`src/hw/spx_pkg.sv`:
```
// Package for the segment protect and extend unit: register map, field layout, reset values.
// Assumes a 100 MHz controller clock and a plain address/strobe register port.
package spx_pkg;
   localparam int unsigned NUM_SEG = 16;
   localparam logic [7:0] OFS_SEG_BASE = 8'h00;
   localparam logic [7:0] OFS_FAULT_ADDR = 8'h80;
   localparam logic [7:0] OFS_FAULT_STAT = 8'h84;
   localparam logic [7:0] OFS_FAULT_CLR = 8'h88;
   localparam logic [4:0] SIZE_DISABLED = 5'h00;
   localparam logic [4:0] SIZE_MIN = 5'h0b;
   localparam logic [4:0] SIZE_4GB = 5'h1f;
   localparam logic [4:0] SIZE_2GB = 5'h1e;
   localparam int unsigned HI_BASE_LSB = 12;
   localparam int unsigned HI_SIZE_LSB = 0;
   localparam int unsigned LO_REPL_LSB = 8;
   localparam int unsigned FAULT_LOCAL_BIT = 8;
   localparam int unsigned FAULT_CLEAR_BIT = 0;
   localparam logic [31:0] CTRL_RANGE_TOP = 32'h0bff_ffff;
   localparam logic [7:0] PERMISSION_BYTE_ALL = 8'h3f;
   localparam logic [19:0] SEG0_BASE_RST = 20'h00000;
   localparam logic [19:0] SEG1_BASE_RST = 20'h80000;
   localparam logic [23:0] SEG0_REPL_RST = 24'h000000;
   localparam logic [23:0] SEG1_REPL_RST = 24'h080000;
   localparam logic [31:0] FAULT_RST = 32'h0000_0000;
   // Access type bit positions within the 6-bit access code.
   localparam int unsigned ACC_SR = 5;
   localparam int unsigned ACC_SW = 4;
   localparam int unsigned ACC_SX = 3;
   localparam int unsigned ACC_UR = 2;
   localparam int unsigned ACC_UW = 1;
   localparam int unsigned ACC_UX = 0;

   typedef struct packed {
      logic [19:0] base;
      logic [4:0] size;
      logic [23:0] repl;
      logic [7:0] permission_byte;
   } spx_seg_type;
endpackage

```
`src/hw/spx_match_if.sv`:
```
// Carries one segment lookup between the lookup unit and its top.
// Assumes the user drives addr and reads the result combinationally.
`timescale 1ns/1ps
interface spx_match_if;
   logic [31:0] addr;
   logic hit;
   logic [3:0] index;
   logic [35:0] phys;
   logic [7:0] permission_byte;
   logic ctrl_range;
   modport user (output addr, input hit, index, phys, permission_byte, ctrl_range);
   modport unit (input addr, output hit, index, phys, permission_byte, ctrl_range);
endinterface

```
`src/hw/spx_lookup.sv`:
```
// Segment lookup: priority match over all descriptors and address widening.
// Assumes descriptor state is held by the top and given as a flat array.
`timescale 1ns/1ps
module spx_lookup (
   input wire spx_pkg::spx_seg_type segs [spx_pkg::NUM_SEG],
   spx_match_if.unit m
);
   function automatic logic [31:0] size_mask(input logic [4:0] size);
      logic [31:0] mk;
      mk = 32'hffff_ffff << (size + 5'h01);
      if (size == spx_pkg::SIZE_4GB) begin
         mk = 32'h0000_0000;
      end
      return mk;
   endfunction

   always_comb begin
      logic [31:0] mk;
      logic [31:0] base_full;
      logic [35:0] repl_full;
      mk = 32'h0;
      base_full = 32'h0;
      repl_full = 36'h0;
      m.hit = 1'b0;
      m.index = 4'h0;
      m.permission_byte = 8'h00;
      m.phys = {4'h0, m.addr};
      m.ctrl_range = (m.addr <= spx_pkg::CTRL_RANGE_TOP);
      if (!m.ctrl_range) begin
         for (int i = 0; i < spx_pkg::NUM_SEG; i++) begin
            mk = size_mask(segs[i].size);
            base_full = {segs[i].base, 12'h000};
            repl_full = {segs[i].repl, 12'h000};
            // Later winners overwrite earlier ones, so the highest index wins.
            if (segs[i].size >= spx_pkg::SIZE_MIN &&
                ((m.addr & mk) == (base_full & mk))) begin
               m.hit = 1'b1;
               m.index = 4'(i);
               m.permission_byte = segs[i].permission_byte;
               m.phys = (repl_full & {4'hf, mk}) | {4'h0, m.addr & ~mk};
            end
         end
      end
   end
endmodule // spx_lookup

```
`src/hw/spx_top.sv`:
```
// Segment protect and extend unit top: descriptors, request check, fault capture.
// Assumes requests arrive from same-clock cache logic as one-cycle valid pulses.
`timescale 1ns/1ps
// How it works
// - Reset clears segments two through fifteen.
// - Segments zero, one reset as pass-through halves.
// - Segments are aligned power-of-two regions.
// - Hit compares upper bits per size code.
// - Size 4GB hits every address.
// - Highest numbered hitting segment wins.
// - No hit means no permission, fault unless cacheable.
// - Control range bypasses segments, zero-extended.
// - Own registers are supervisor-only.
// - Immediate violations captured and raise exception.
// - Cacheable accesses return permissions, cache checks.
// - Replacement bits widen address to 36.
// - Only the first fault is captured.
// - Writing one to bit zero clears capture.
// - Upper bits of clear write ignored.
// - Fault address readable, resets to zero.
// - Status holds local flag and access type.
// - Five bit size code, small codes disabled.
// - Low word holds replacement and permissions.
// - Permission bits order supervisor then user.
module spx_top (
   input wire logic clk,
   input wire logic srst,
   input wire logic [7:0] reg_addr,
   input wire logic [31:0] reg_wdata,
   input wire logic reg_wr,
   input wire logic reg_rd,
   input wire logic reg_sup,
   output logic [31:0] reg_rdata,
   output logic reg_err,
   input wire logic req_valid,
   input wire logic [31:0] req_addr,
   input wire logic [5:0] req_type,
   input wire logic req_cacheable,
   input wire logic req_local,
   output logic rsp_valid,
   output logic [35:0] rsp_phys,
   output logic [7:0] rsp_permission_byte,
   output logic rsp_deferred,
   output logic rsp_denied,
   output logic fault_exc
);
   typedef struct packed {
      spx_pkg::spx_seg_type [spx_pkg::NUM_SEG-1:0] seg;
      logic [31:0] fault_addr;
      logic [31:0] fault_stat;
      logic fault_full;
      logic [31:0] rdata;
      logic rerr;
      logic rsp_v;
      logic [35:0] phys;
      logic [7:0] permission_byte;
      logic deferred;
      logic denied;
      logic exc;
   } spx_state_type;

   spx_state_type st;
   spx_state_type next_st;
   spx_pkg::spx_seg_type seg_arr [spx_pkg::NUM_SEG];
   spx_match_if m ();

   always_comb begin
      for (int i = 0; i < spx_pkg::NUM_SEG; i++) begin
         seg_arr[i] = st.seg[i];
      end
   end

   assign m.addr = req_addr;

   spx_lookup u_lookup (
      .segs(seg_arr),
      .m(m)
   );

   function automatic spx_state_type reset_state();
      spx_state_type s;
      s = '0;
      s.seg[0].base = spx_pkg::SEG0_BASE_RST;
      s.seg[0].size = spx_pkg::SIZE_2GB;
      s.seg[0].repl = spx_pkg::SEG0_REPL_RST;
      s.seg[0].permission_byte = spx_pkg::PERMISSION_BYTE_ALL;
      s.seg[1].base = spx_pkg::SEG1_BASE_RST;
      s.seg[1].size = spx_pkg::SIZE_2GB;
      s.seg[1].repl = spx_pkg::SEG1_REPL_RST;
      s.seg[1].permission_byte = spx_pkg::PERMISSION_BYTE_ALL;
      s.fault_addr = spx_pkg::FAULT_RST;
      s.fault_stat = spx_pkg::FAULT_RST;
      return s;
   endfunction

   // The access type is a one-hot request; it is allowed if it is non-zero and every requested bit is granted.
   function automatic logic granted(input logic [5:0] typ, input logic [7:0] permission_byte);
      return ((typ & ~permission_byte[5:0]) == 6'h00) && (typ != 6'h00);
   endfunction

   always_comb begin
      logic [3:0] idx;
      logic is_seg;
      logic violation;
      idx = reg_addr[6:3];
      is_seg = (reg_addr < spx_pkg::OFS_FAULT_ADDR);
      violation = 1'b0;
      next_st = st;
      next_st.rsp_v = 1'b0;
      next_st.exc = 1'b0;
      next_st.rerr = 1'b0;
      next_st.rdata = 32'h0;
      // Register writes: descriptors need supervisor mode, status registers are read-only.
      if (reg_wr) begin
         if (!reg_sup) begin
            next_st.rerr = 1'b1;
         end else if (is_seg && reg_addr[1:0] == 2'b00) begin
            if (reg_addr[2]) begin
               next_st.seg[idx].base = reg_wdata[31:spx_pkg::HI_BASE_LSB];
               next_st.seg[idx].size = reg_wdata[spx_pkg::HI_SIZE_LSB +: 5];
            end else begin
               next_st.seg[idx].repl = reg_wdata[31:spx_pkg::LO_REPL_LSB];
               next_st.seg[idx].permission_byte = reg_wdata[7:0];
            end
         end else if (reg_addr == spx_pkg::OFS_FAULT_CLR) begin
            if (reg_wdata[spx_pkg::FAULT_CLEAR_BIT]) begin
               next_st.fault_full = 1'b0;
               next_st.fault_addr = spx_pkg::FAULT_RST;
               next_st.fault_stat = spx_pkg::FAULT_RST;
            end
         end else begin
            next_st.rerr = 1'b1;
         end
      end
      if (reg_rd) begin
         if (!reg_sup) begin
            next_st.rerr = 1'b1;
         end else if (is_seg && reg_addr[1:0] == 2'b00) begin
            if (reg_addr[2]) begin
               next_st.rdata = {st.seg[idx].base, 7'h00, st.seg[idx].size};
            end else begin
               next_st.rdata = {st.seg[idx].repl, st.seg[idx].permission_byte};
            end
         end else if (reg_addr == spx_pkg::OFS_FAULT_ADDR) begin
            next_st.rdata = st.fault_addr;
         end else if (reg_addr == spx_pkg::OFS_FAULT_STAT) begin
            next_st.rdata = st.fault_stat;
         end else if (reg_addr != spx_pkg::OFS_FAULT_CLR) begin
            next_st.rerr = 1'b1;
         end
      end
      // Request path: answer one cycle after the request.
      if (req_valid) begin
         next_st.rsp_v = 1'b1;
         next_st.phys = m.phys;
         next_st.permission_byte = m.hit ? m.permission_byte : 8'h00;
         next_st.deferred = 1'b0;
         next_st.denied = 1'b0;
         if (m.ctrl_range) begin
            next_st.permission_byte = spx_pkg::PERMISSION_BYTE_ALL;
         end else if (req_cacheable) begin
            next_st.deferred = 1'b1;
         end else begin
            violation = !m.hit || !granted(req_type, m.permission_byte);
            next_st.denied = violation;
         end
         // A clear in the same cycle loses to a fresh fault so the event is kept.
         if (violation && (!st.fault_full || next_st.fault_full == 1'b0 && st.fault_full)) begin
            next_st.fault_full = 1'b1;
            next_st.fault_addr = req_addr;
            next_st.fault_stat = {23'h0, req_local, 2'b00, req_type};
            next_st.exc = 1'b1;
         end
      end
   end

   always_ff @(posedge clk) begin
      if (srst) begin
         st <= reset_state();
      end else begin
         st <= next_st;
      end
   end

   assign reg_rdata = st.rdata;
   assign reg_err = st.rerr;
   assign rsp_valid = st.rsp_v;
   assign rsp_phys = st.phys;
   assign rsp_permission_byte = st.permission_byte;
   assign rsp_deferred = st.deferred;
   assign rsp_denied = st.denied;
   assign fault_exc = st.exc;

   // Second, independent hit map for the checks: a shift compare instead of a mask.
   function automatic logic seg_covers(input spx_pkg::spx_seg_type sg, input logic [31:0] a);
      logic [5:0] sh;
      sh = {1'b0, sg.size} + 6'h01;
      return (sg.size >= spx_pkg::SIZE_MIN) && ((a >> sh) == ({sg.base, 12'h000} >> sh));
   endfunction

   logic [spx_pkg::NUM_SEG-1:0] hit_vec;

   always_comb begin
      for (int i = 0; i < spx_pkg::NUM_SEG; i++) begin
         hit_vec[i] = seg_covers(st.seg[i], req_addr);
      end
   end
endmodule // spx_top

```
`config.mk`:
```
export PLATFORM = sky130hd
export DESIGN_NAME = spx_top
export DESIGN_NICKNAME = d
export VERILOG_FILES = /design/src/hw/spx_pkg.sv /design/src/hw/spx_match_if.sv /design/src/hw/spx_lookup.sv /design/src/hw/spx_top.sv
export SDC_FILE = /design/constraint.sdc
export NUM_CORES = 2
export LEC_CHECK = 0
export BUFFER_PORTS_ARGS = -buffer_cell sky130_fd_sc_hd__buf_2
export CORE_ASPECT_RATIO = 1.2
export CORE_MARGIN = 5
export CORE_UTILIZATION = 40
export CTS_CLUSTER_SIZE = 8
export DETAILED_ROUTE_END_ITERATION = 7
export SETUP_SLACK_MARGIN = 0.02
export SLEW_MARGIN = 0
export SYNTH_ARGS = -nofsm -noshare
export SYNTH_HDL_FRONTEND = slang
export SYNTH_HIERARCHICAL = 1
export SYNTH_SLANG_ARGS = --single-unit
```
`constraint.sdc`:
```
create_clock -name clk -period 16.9 [get_ports clk]
set_input_delay 1.69 -clock clk [delete_from_list [all_inputs] [get_ports clk]]
set_output_delay 1.69 -clock clk [all_outputs]
set_load 0.01 [all_outputs]
```
Yosys cells after proc, flatten, opt, wreduce, memory -nomap -nowiden:

Index checks and enable logic that the tools add are counted.

* word-level logic and storage cells: 425
* output and inout port bits: 81
* register bits: 1058

* reductions and logical operators: 32
* order comparisons: 20
* $add $sub $neg: 16
* shift operators: 16
* equal/unequal tests: 36
* bitwise gates (word level): 102
* multiplexer cells: 128

Operator list (number)
* bitwise mux 912 bit: 4
* bitwise AND 32 bit: 48
* 2-to-1 mux 32 bit: 37
* demux 57 bit (select 4 bit): 4
* 2-to-1 mux 912 bit: 1
* 2-to-1 mux 36 bit: 17
* bitwise AND 36 bit: 16
* bitwise OR 36 x 32 -> 36 bit: 16
* == test 32 bit: 16
* inverter 32 bit: 16
* left shift 32 x 5 -> 32 bit (first input constant): 16
* 2-to-1 mux 65 bit: 7
* binary-select mux 57 bit (select 4 bit): 1
* 2-to-1 mux 8 bit: 20
* 2-to-1 mux 57 bit: 2
* adder 5 x 1 -> 5 bit (second input constant): 16
* == test 5 bit (second input constant): 16
* >= comparator 5 x 4 -> 1 bit (second input constant): 16
* 2-to-1 mux 48 bit: 1
* 2-to-1 mux 37 bit: 1
* <= comparator 32 x 28 -> 1 bit (second input constant): 1
* 2-to-1 mux 1 bit: 32
* == test 8 bit (second input constant): 3
* logical AND 1 bit: 21
* other kinds (16): 22

Longest topological paths before layout:

* depth in word-level cells: 36
* gate-level depth with buffers: 27

By module:

The synthesis kept the hierarchy.

By module, submodules not included
* spx_top: times used 1, area each 45453.6 µm², cells each 5260
* spx_lookup: times used 1, area each 21096.5 µm², cells each 3247

Least setup slack after synthesis:

No wires, ideal clock.

* path type: in2reg
* from: in req_addr[22]
* to: reg st[100] in the netlist's numbering
* required time: 16.813 ns
* cell stages on the path: 23
* library setup time: 0.087 ns
* setup slack: 10.850 ns
* arrival time: 5.962 ns
* cell sequence: clkbuf_1 buf_2 xor2_1 a22oi_1 a31oi_1 a22o_1 or4_1 nand3b_1 or2_1 clkbuf_1 nand2_1 buf_2 o22a_1 o21ai_0 a21oi_1 nand2b_1 o2111ai_1 or4_1 clkbuf_1 and3b_1 buf_4 buf_6 nor4b_2

* word-level cells in the longest chain between the ends: 32
* elaborated cells on any way between the ends: 96
* classes of those cells: order compare: 1; eq/ne: 16; mux: 39; bitwise: 18; reduce/logical: 22

RTL lines
* from (decl): line spx_top.sv:36 `input wire logic [31:0] req_addr,`
* bitwise AND 32 bit: line spx_lookup.sv:36 `((m.addr & mk) == (base_full & mk))) begin`
* == test 32 bit: line spx_lookup.sv:36
* logical AND 1 bit: line spx_lookup.sv:35 `if (segs[i].size >= spx_pkg::SIZE_MIN &&`
* 2-to-1 mux 8 bit (16 in a row): line spx_lookup.sv:35
* 2-to-1 mux 8 bit (*): line spx_lookup.sv:29 `if (!m.ctrl_range) begin`
* net m.permission_byte[2]: line spx_match_if.sv:9 `logic [7:0] permission_byte;`
* inverter 6 bit (*): line spx_top.sv:98 `return ((typ & ~permission_byte[5:0]) == 6'h00) && (typ != 6'h00);`
* bitwise AND 6 bit (*): line spx_top.sv:98
* [... 2 more ...]
* zero test 1 bit (*): line spx_top.sv:164 `violation = !m.hit || !granted(req_type, m.permission_byte);`
* logical OR 1 bit (*): line spx_top.sv:164
* 2-to-1 mux 1 bit (*): line spx_top.sv:161 `end else if (req_cacheable) begin`
* 2-to-1 mux 1 bit (*): line spx_top.sv:159 `if (m.ctrl_range) begin`
* 2-to-1 mux 1 bit (*): line spx_top.sv:153 `if (req_valid) begin`
* logical AND 1 bit (*): line spx_top.sv:168 `if (violation && (!st.fault_full || next_st.fault_full == 1'b0 && st.fault_full)) begin`
* 2-to-1 mux 65 bit (*): line spx_top.sv:168
* 2-to-1 mux 65 bit (*): line spx_top.sv:153
* to (signal assigned): line spx_top.sv:179 `st <= reset_state();`
* to (signal assigned): line spx_top.sv:181 `st <= next_st;`
* to (decl): line spx_top.sv:62 `spx_state_type st;`

The timed path passes the listed nets; every way through them passes the cells marked *. The select of a mux whose other input is x is not followed.
A chain may end at the register's enable or synchronous reset.

Final worst setup path:

* from: in req_addr[18]
* to: reg st[103] in the netlist's numbering

The elaborated chain is that of the path after synthesis.

==> flow_summary.html <==
<table>
<tr><th>Metric</th><th>Value</th></tr>
<tr><th colspan="2">Drt</th></tr>
<tr><td>Overall via count from detail_route</td><td>~70,000</td></tr>
<tr><td>Vias per Instance</td><td>6.89</td></tr>
<tr><td>Number of DRC violations after detailed routing</td><td>8</td></tr>
<tr><td>Number of iterations in the first detailed-routing pass</td><td>8</td></tr>
<tr><td>DRC marker count from the first detailed-route iteration</td><td>12,253</td></tr>
<tr><td>Wire length reported by the detailed router</td><td>around 430,000 um</td></tr>
<tr><td>Mean routed wirelength per cell</td><td>slightly above 40 um</td></tr>
<tr><td>Number of nets still failing antenna checks after routing</td><td>0</td></tr>
<tr><th colspan="2">Timing</th></tr>
<tr><td>Hold violation total from the final report</td><td>0</td></tr>
<tr><td>Aggregate negative setup slack</td><td>0 ns</td></tr>
<tr><td>Clk_skew</td><td>approximately 0.047 ns</td></tr>
<tr><td>Max Fclk</td><td>0.117 GHz</td></tr>
<tr><td>Number of pins exceeding their max-slew limit in the final report</td><td>0</td></tr>
<tr><td>Worst slew pin tran</td><td>approximately 1.4 ns</td></tr>
<tr><td>Unrepaired setup endpoints after global routing</td><td>false</td></tr>
<tr><td>Worst path setup slack after routing</td><td>approximately 8.3 ns</td></tr>
<tr><td>Final setup violating endpoints</td><td>0</td></tr>
<tr><td>Part of the cycle the worst path needs</td><td>50.6%</td></tr>
<tr><td>Min Clock Period, post-route</td><td>8.56 ns</td></tr>
<tr><td>Worst-case headroom to the max-slew limit</td><td>6.15%</td></tr>
<tr><th colspan="2">Placed design</th></tr>
<tr><td>Sum of net half-perimeters after detailed placement</td><td>~300,000 um</td></tr>
<tr><td>Placer Congestion</td><td>1.16</td></tr>
<tr><td>Number of buffers added on ports</td><td>about 170</td></tr>
<tr><td>Setup slack at placement</td><td>~8 ns</td></tr>
<tr><th colspan="2">Synthesis</th></tr>
<tr><td>Net count after synthesis</td><td>slightly below 9,000</td></tr>
<tr><td>Avg Cell Area, Syn</td><td>just under 8 sq um</td></tr>
<tr><td>Gate count of the mapped netlist</td><td>around 8,500</td></tr>
<tr><td>Synth warnings</td><td>6</td></tr>
<tr><td>Summed instance area of the synthesized netlist</td><td>66,500 sq um</td></tr>
<tr><th colspan="2">Clocking</th></tr>
<tr><td>Clock Sinks</td><td>around 1,100</td></tr>
<tr><td>H-Tree Level Count</td><td>4</td></tr>
<tr><td>Clock transition at path regs</td><td>about 0.050 ns</td></tr>
<tr><td>Worst skew pair latency</td><td>approximately 0.86 ns</td></tr>
<tr><td>Clock tree from TritonCTS</td><td>built</td></tr>
<tr><td>Setup Fix Bufs, Post-CTS</td><td>0</td></tr>
<tr><td>Number of buffers added to fix hold violations after cts</td><td>0</td></tr>
<tr><td>Buffers from clock root to sink, at most</td><td>3</td></tr>
<tr><td>Post-CTS resize count</td><td>0</td></tr>
<tr><td>Clock tree root buffer cell</td><td>sky130_fd_sc_hd__clkbuf_16</td></tr>
<tr><td>Number of clock buffers inserted by TritonCTS</td><td>around 150</td></tr>
<tr><th colspan="2">Setup path</th></tr>
<tr><td>Slowest cell delay on critical path</td><td>0.83 ns</td></tr>
<tr><td>Sort of element at the end of the critical path</td><td>register</td></tr>
<tr><td>CP Launch Type</td><td>primary input</td></tr>
<tr><td>Required time worst endpoint</td><td>~18 ns</td></tr>
<tr><td>Largest fanout on the critical path</td><td>41</td></tr>
<tr><td>Dominant delay contributor by cell family on the critical path</td><td>simple AND/OR/NAND/NOR gates</td></tr>
<tr><td>Worst EP arrival</td><td>9.25 ns</td></tr>
<tr><td>Crit-path slowest cell</td><td>sky130_fd_sc_hd__nand3_1</td></tr>
<tr><td>Crit path cell chain</td><td>buf_2, buf_4, buf_4, xnor2_1, nand4_1, a2111o_1, o31a_1, nor4_1, nand2_1, and2_1, nand3_1, o221ai_1, o21ai_0, a21oi_1, nand2b_1, o2111ai_1, or4_1, buf_4, and3b_4, buf_4, nor4b_2</td></tr>
<tr><td>Critical path start-end classification</td><td>primary input to register</td></tr>
<tr><td>Critical path buffers and inverters</td><td>5</td></tr>
<tr><td>Cell mode on critical path</td><td>sky130_fd_sc_hd__buf_4</td></tr>
<tr><th colspan="2">Pwr</th></tr>
<tr><td>LEAKAGE</td><td>25.4 nW</td></tr>
<tr><td>Combinational group share of total power</td><td>between 10% and 20%</td></tr>
<tr><td>Proportion of power drawn by the clock network</td><td>between 40% and 50%</td></tr>
<tr><td>Share of power burned in registers</td><td>41.7%</td></tr>
<tr><td>Cell internal pwr</td><td>approximately 0.0043 W</td></tr>
<tr><td>Maximum vdd ir drop</td><td>between 0.08 and 0.09 mV</td></tr>
<tr><td>Proportion of total power due to net switching</td><td>28.9%</td></tr>
<tr><td>PD cells</td><td>~84 nW/um^2</td></tr>
<tr><td>Power spent charging and discharging nets</td><td>between 0.0015 and 0.002 W</td></tr>
<tr><th colspan="2">Finish</th></tr>
<tr><td>Fraction of layout instances using a drive strength above 1</td><td>approximately an eighth</td></tr>
<tr><td>Post-layout net count</td><td>about 8,400</td></tr>
<tr><td>Layout overhead on the synthesized area</td><td>8.69%</td></tr>
<tr><th colspan="2">Status</th></tr>
<tr><td>Violated checks</td><td>design-rule violations</td></tr>
<tr><td>Status</td><td>complete, but fails checks</td></tr>
<tr><th colspan="2">GRT</th></tr>
<tr><td>Number of global-route vias before repair</td><td>about 65,000</td></tr>
<tr><td>GR Util All Layers</td><td>a little under half</td></tr>
<tr><td>Antenna violations before repair</td><td>39</td></tr>
<tr><td>Overflow left after global routing</td><td>0</td></tr>
<tr><td>First-pass GRT wire length</td><td>about 570,000 um</td></tr>
<tr><td>Pin count of the biggest net entering global routing</td><td>about 110</td></tr>
<tr><th colspan="2">Floorplanning</th></tr>
<tr><td>Total die area</td><td>between 150,000 and 200,000 sq um</td></tr>
<tr><td>Starting Density</td><td>between 40% and 50%</td></tr>
<tr><td>Chip width</td><td>roughly 380 um</td></tr>
<tr><td>Floorplan row count</td><td>about 160</td></tr>
<tr><td>Height of the chip</td><td>~460 um</td></tr>
<tr><td>Total I/O pin count</td><td>between 150 and 200</td></tr>
<tr><td>Total core area</td><td>~170,000 sq um</td></tr>
<tr><th colspan="2">Job</th></tr>
<tr><td>Max-Cap Viols</td><td>0</td></tr>
<tr><th colspan="2">Hold path</th></tr>
<tr><td>Hold/Removal Path Class</td><td>register to register</td></tr>
</table>
cells in the final DEF, fill, tap and decap left out, drive strengths merged, types with 105 or more instances in the layout:
master,count
a21oi,1219
buf,390
clkbuf,162
dfxtp,1058
inv,192
mux2i,241
mux4,235
nand2,2124
nand3,105
nor2,309
o21ai,318
xnor2,183
xor2,170
through the flow:
stage	utilization (%)	instance area, sq um	total power [W]	cells	hold WS (ns)
after floorplan	-	66500	0.00287	8493	0.440
after global placement	41.0	67900	0.00314	10178	0.452
final	43.6	72300	0.00605	10386	0.468
after CTS	43.5	72200	0.00602	10360	0.463
after detailed placement	41.0	67900	0.00314	10178	0.461
after global routing	43.5	72200	0.00613	10364	0.485
cell type report:
| class | count | area [sq um] |
|---|---|---|
| antenna | 25 | 62.6 |
| clock buffer | 162 | 3870 |
| clock inverter | 20 | 377 |
| fill | 16943 | 93500 |
| inverter | 191 | 717 |
| multi-input combinational | 6382 | 40800 |
| sequential | 1058 | 21200 |
| tap | 2158 | 2700 |
| timing repair buffer | 390 | 2560 |
final timing paths:
kind / endpoint / slack, ns / from / cells after the start
max: st[103]$_SDFF_PP0_ / 8.34 / req_addr[18] / 21
min: seg_arr[758]$_SDFFE_PP0P_ / 0.47 / seg_arr[758]$_SDFFE_PP0P_ / 2
max reg2reg: st[103]$_SDFF_PP0_ / 8.43 / seg_arr[602]$_SDFFE_PP0P_ / 22
min reg2reg: seg_arr[758]$_SDFFE_PP0P_ / 0.47 / seg_arr[758]$_SDFFE_PP0P_ / 2
flip-flops by register name, summed over array words and instances, names as in the netlist:
name / flops
seg_arr: 912
st: 65
rsp_phys: 36
reg_rdata: 32
rsp_permission_byte: 8
fault_exc: 1
reg_err: 1
rsp_deferred: 1
rsp_denied: 1
rsp_valid: 1
power by group through the flow:
stage | Clock (W) | Sequential (W) | Combinational, W
after floorplan | 0 | 0.00257 | 0.000303
after global placement | 0 | 0.00257 | 0.000565
after detailed placement | 0 | 0.00257 | 0.000565
after CTS | 0.00293 | 0.00252 | 0.000567
after global routing | 0.00302 | 0.00252 | 0.000594
final | 0.00293 | 0.00252 | 0.000606
tightest hold or removal path, delay by kind of cell, from the launching register on:
kind | cells | cell delay [ns]
flip-flops | 1 | 0.31
AND/OR/NAND/NOR | 1 | 0.05
AO/OA/AOI/OAI | 1 | 0.05
per-layer routing:
metal	vias to the layer above	global-route usage [%]	share of wire, %
li1	29128	-	-
met1	34734	54.3	35
met2	5933	65.3	40
met3	1696	18.1	13
met4	26	41.8	11
met5	-	1.08	0.097
(Power assumes the default switching activity.)
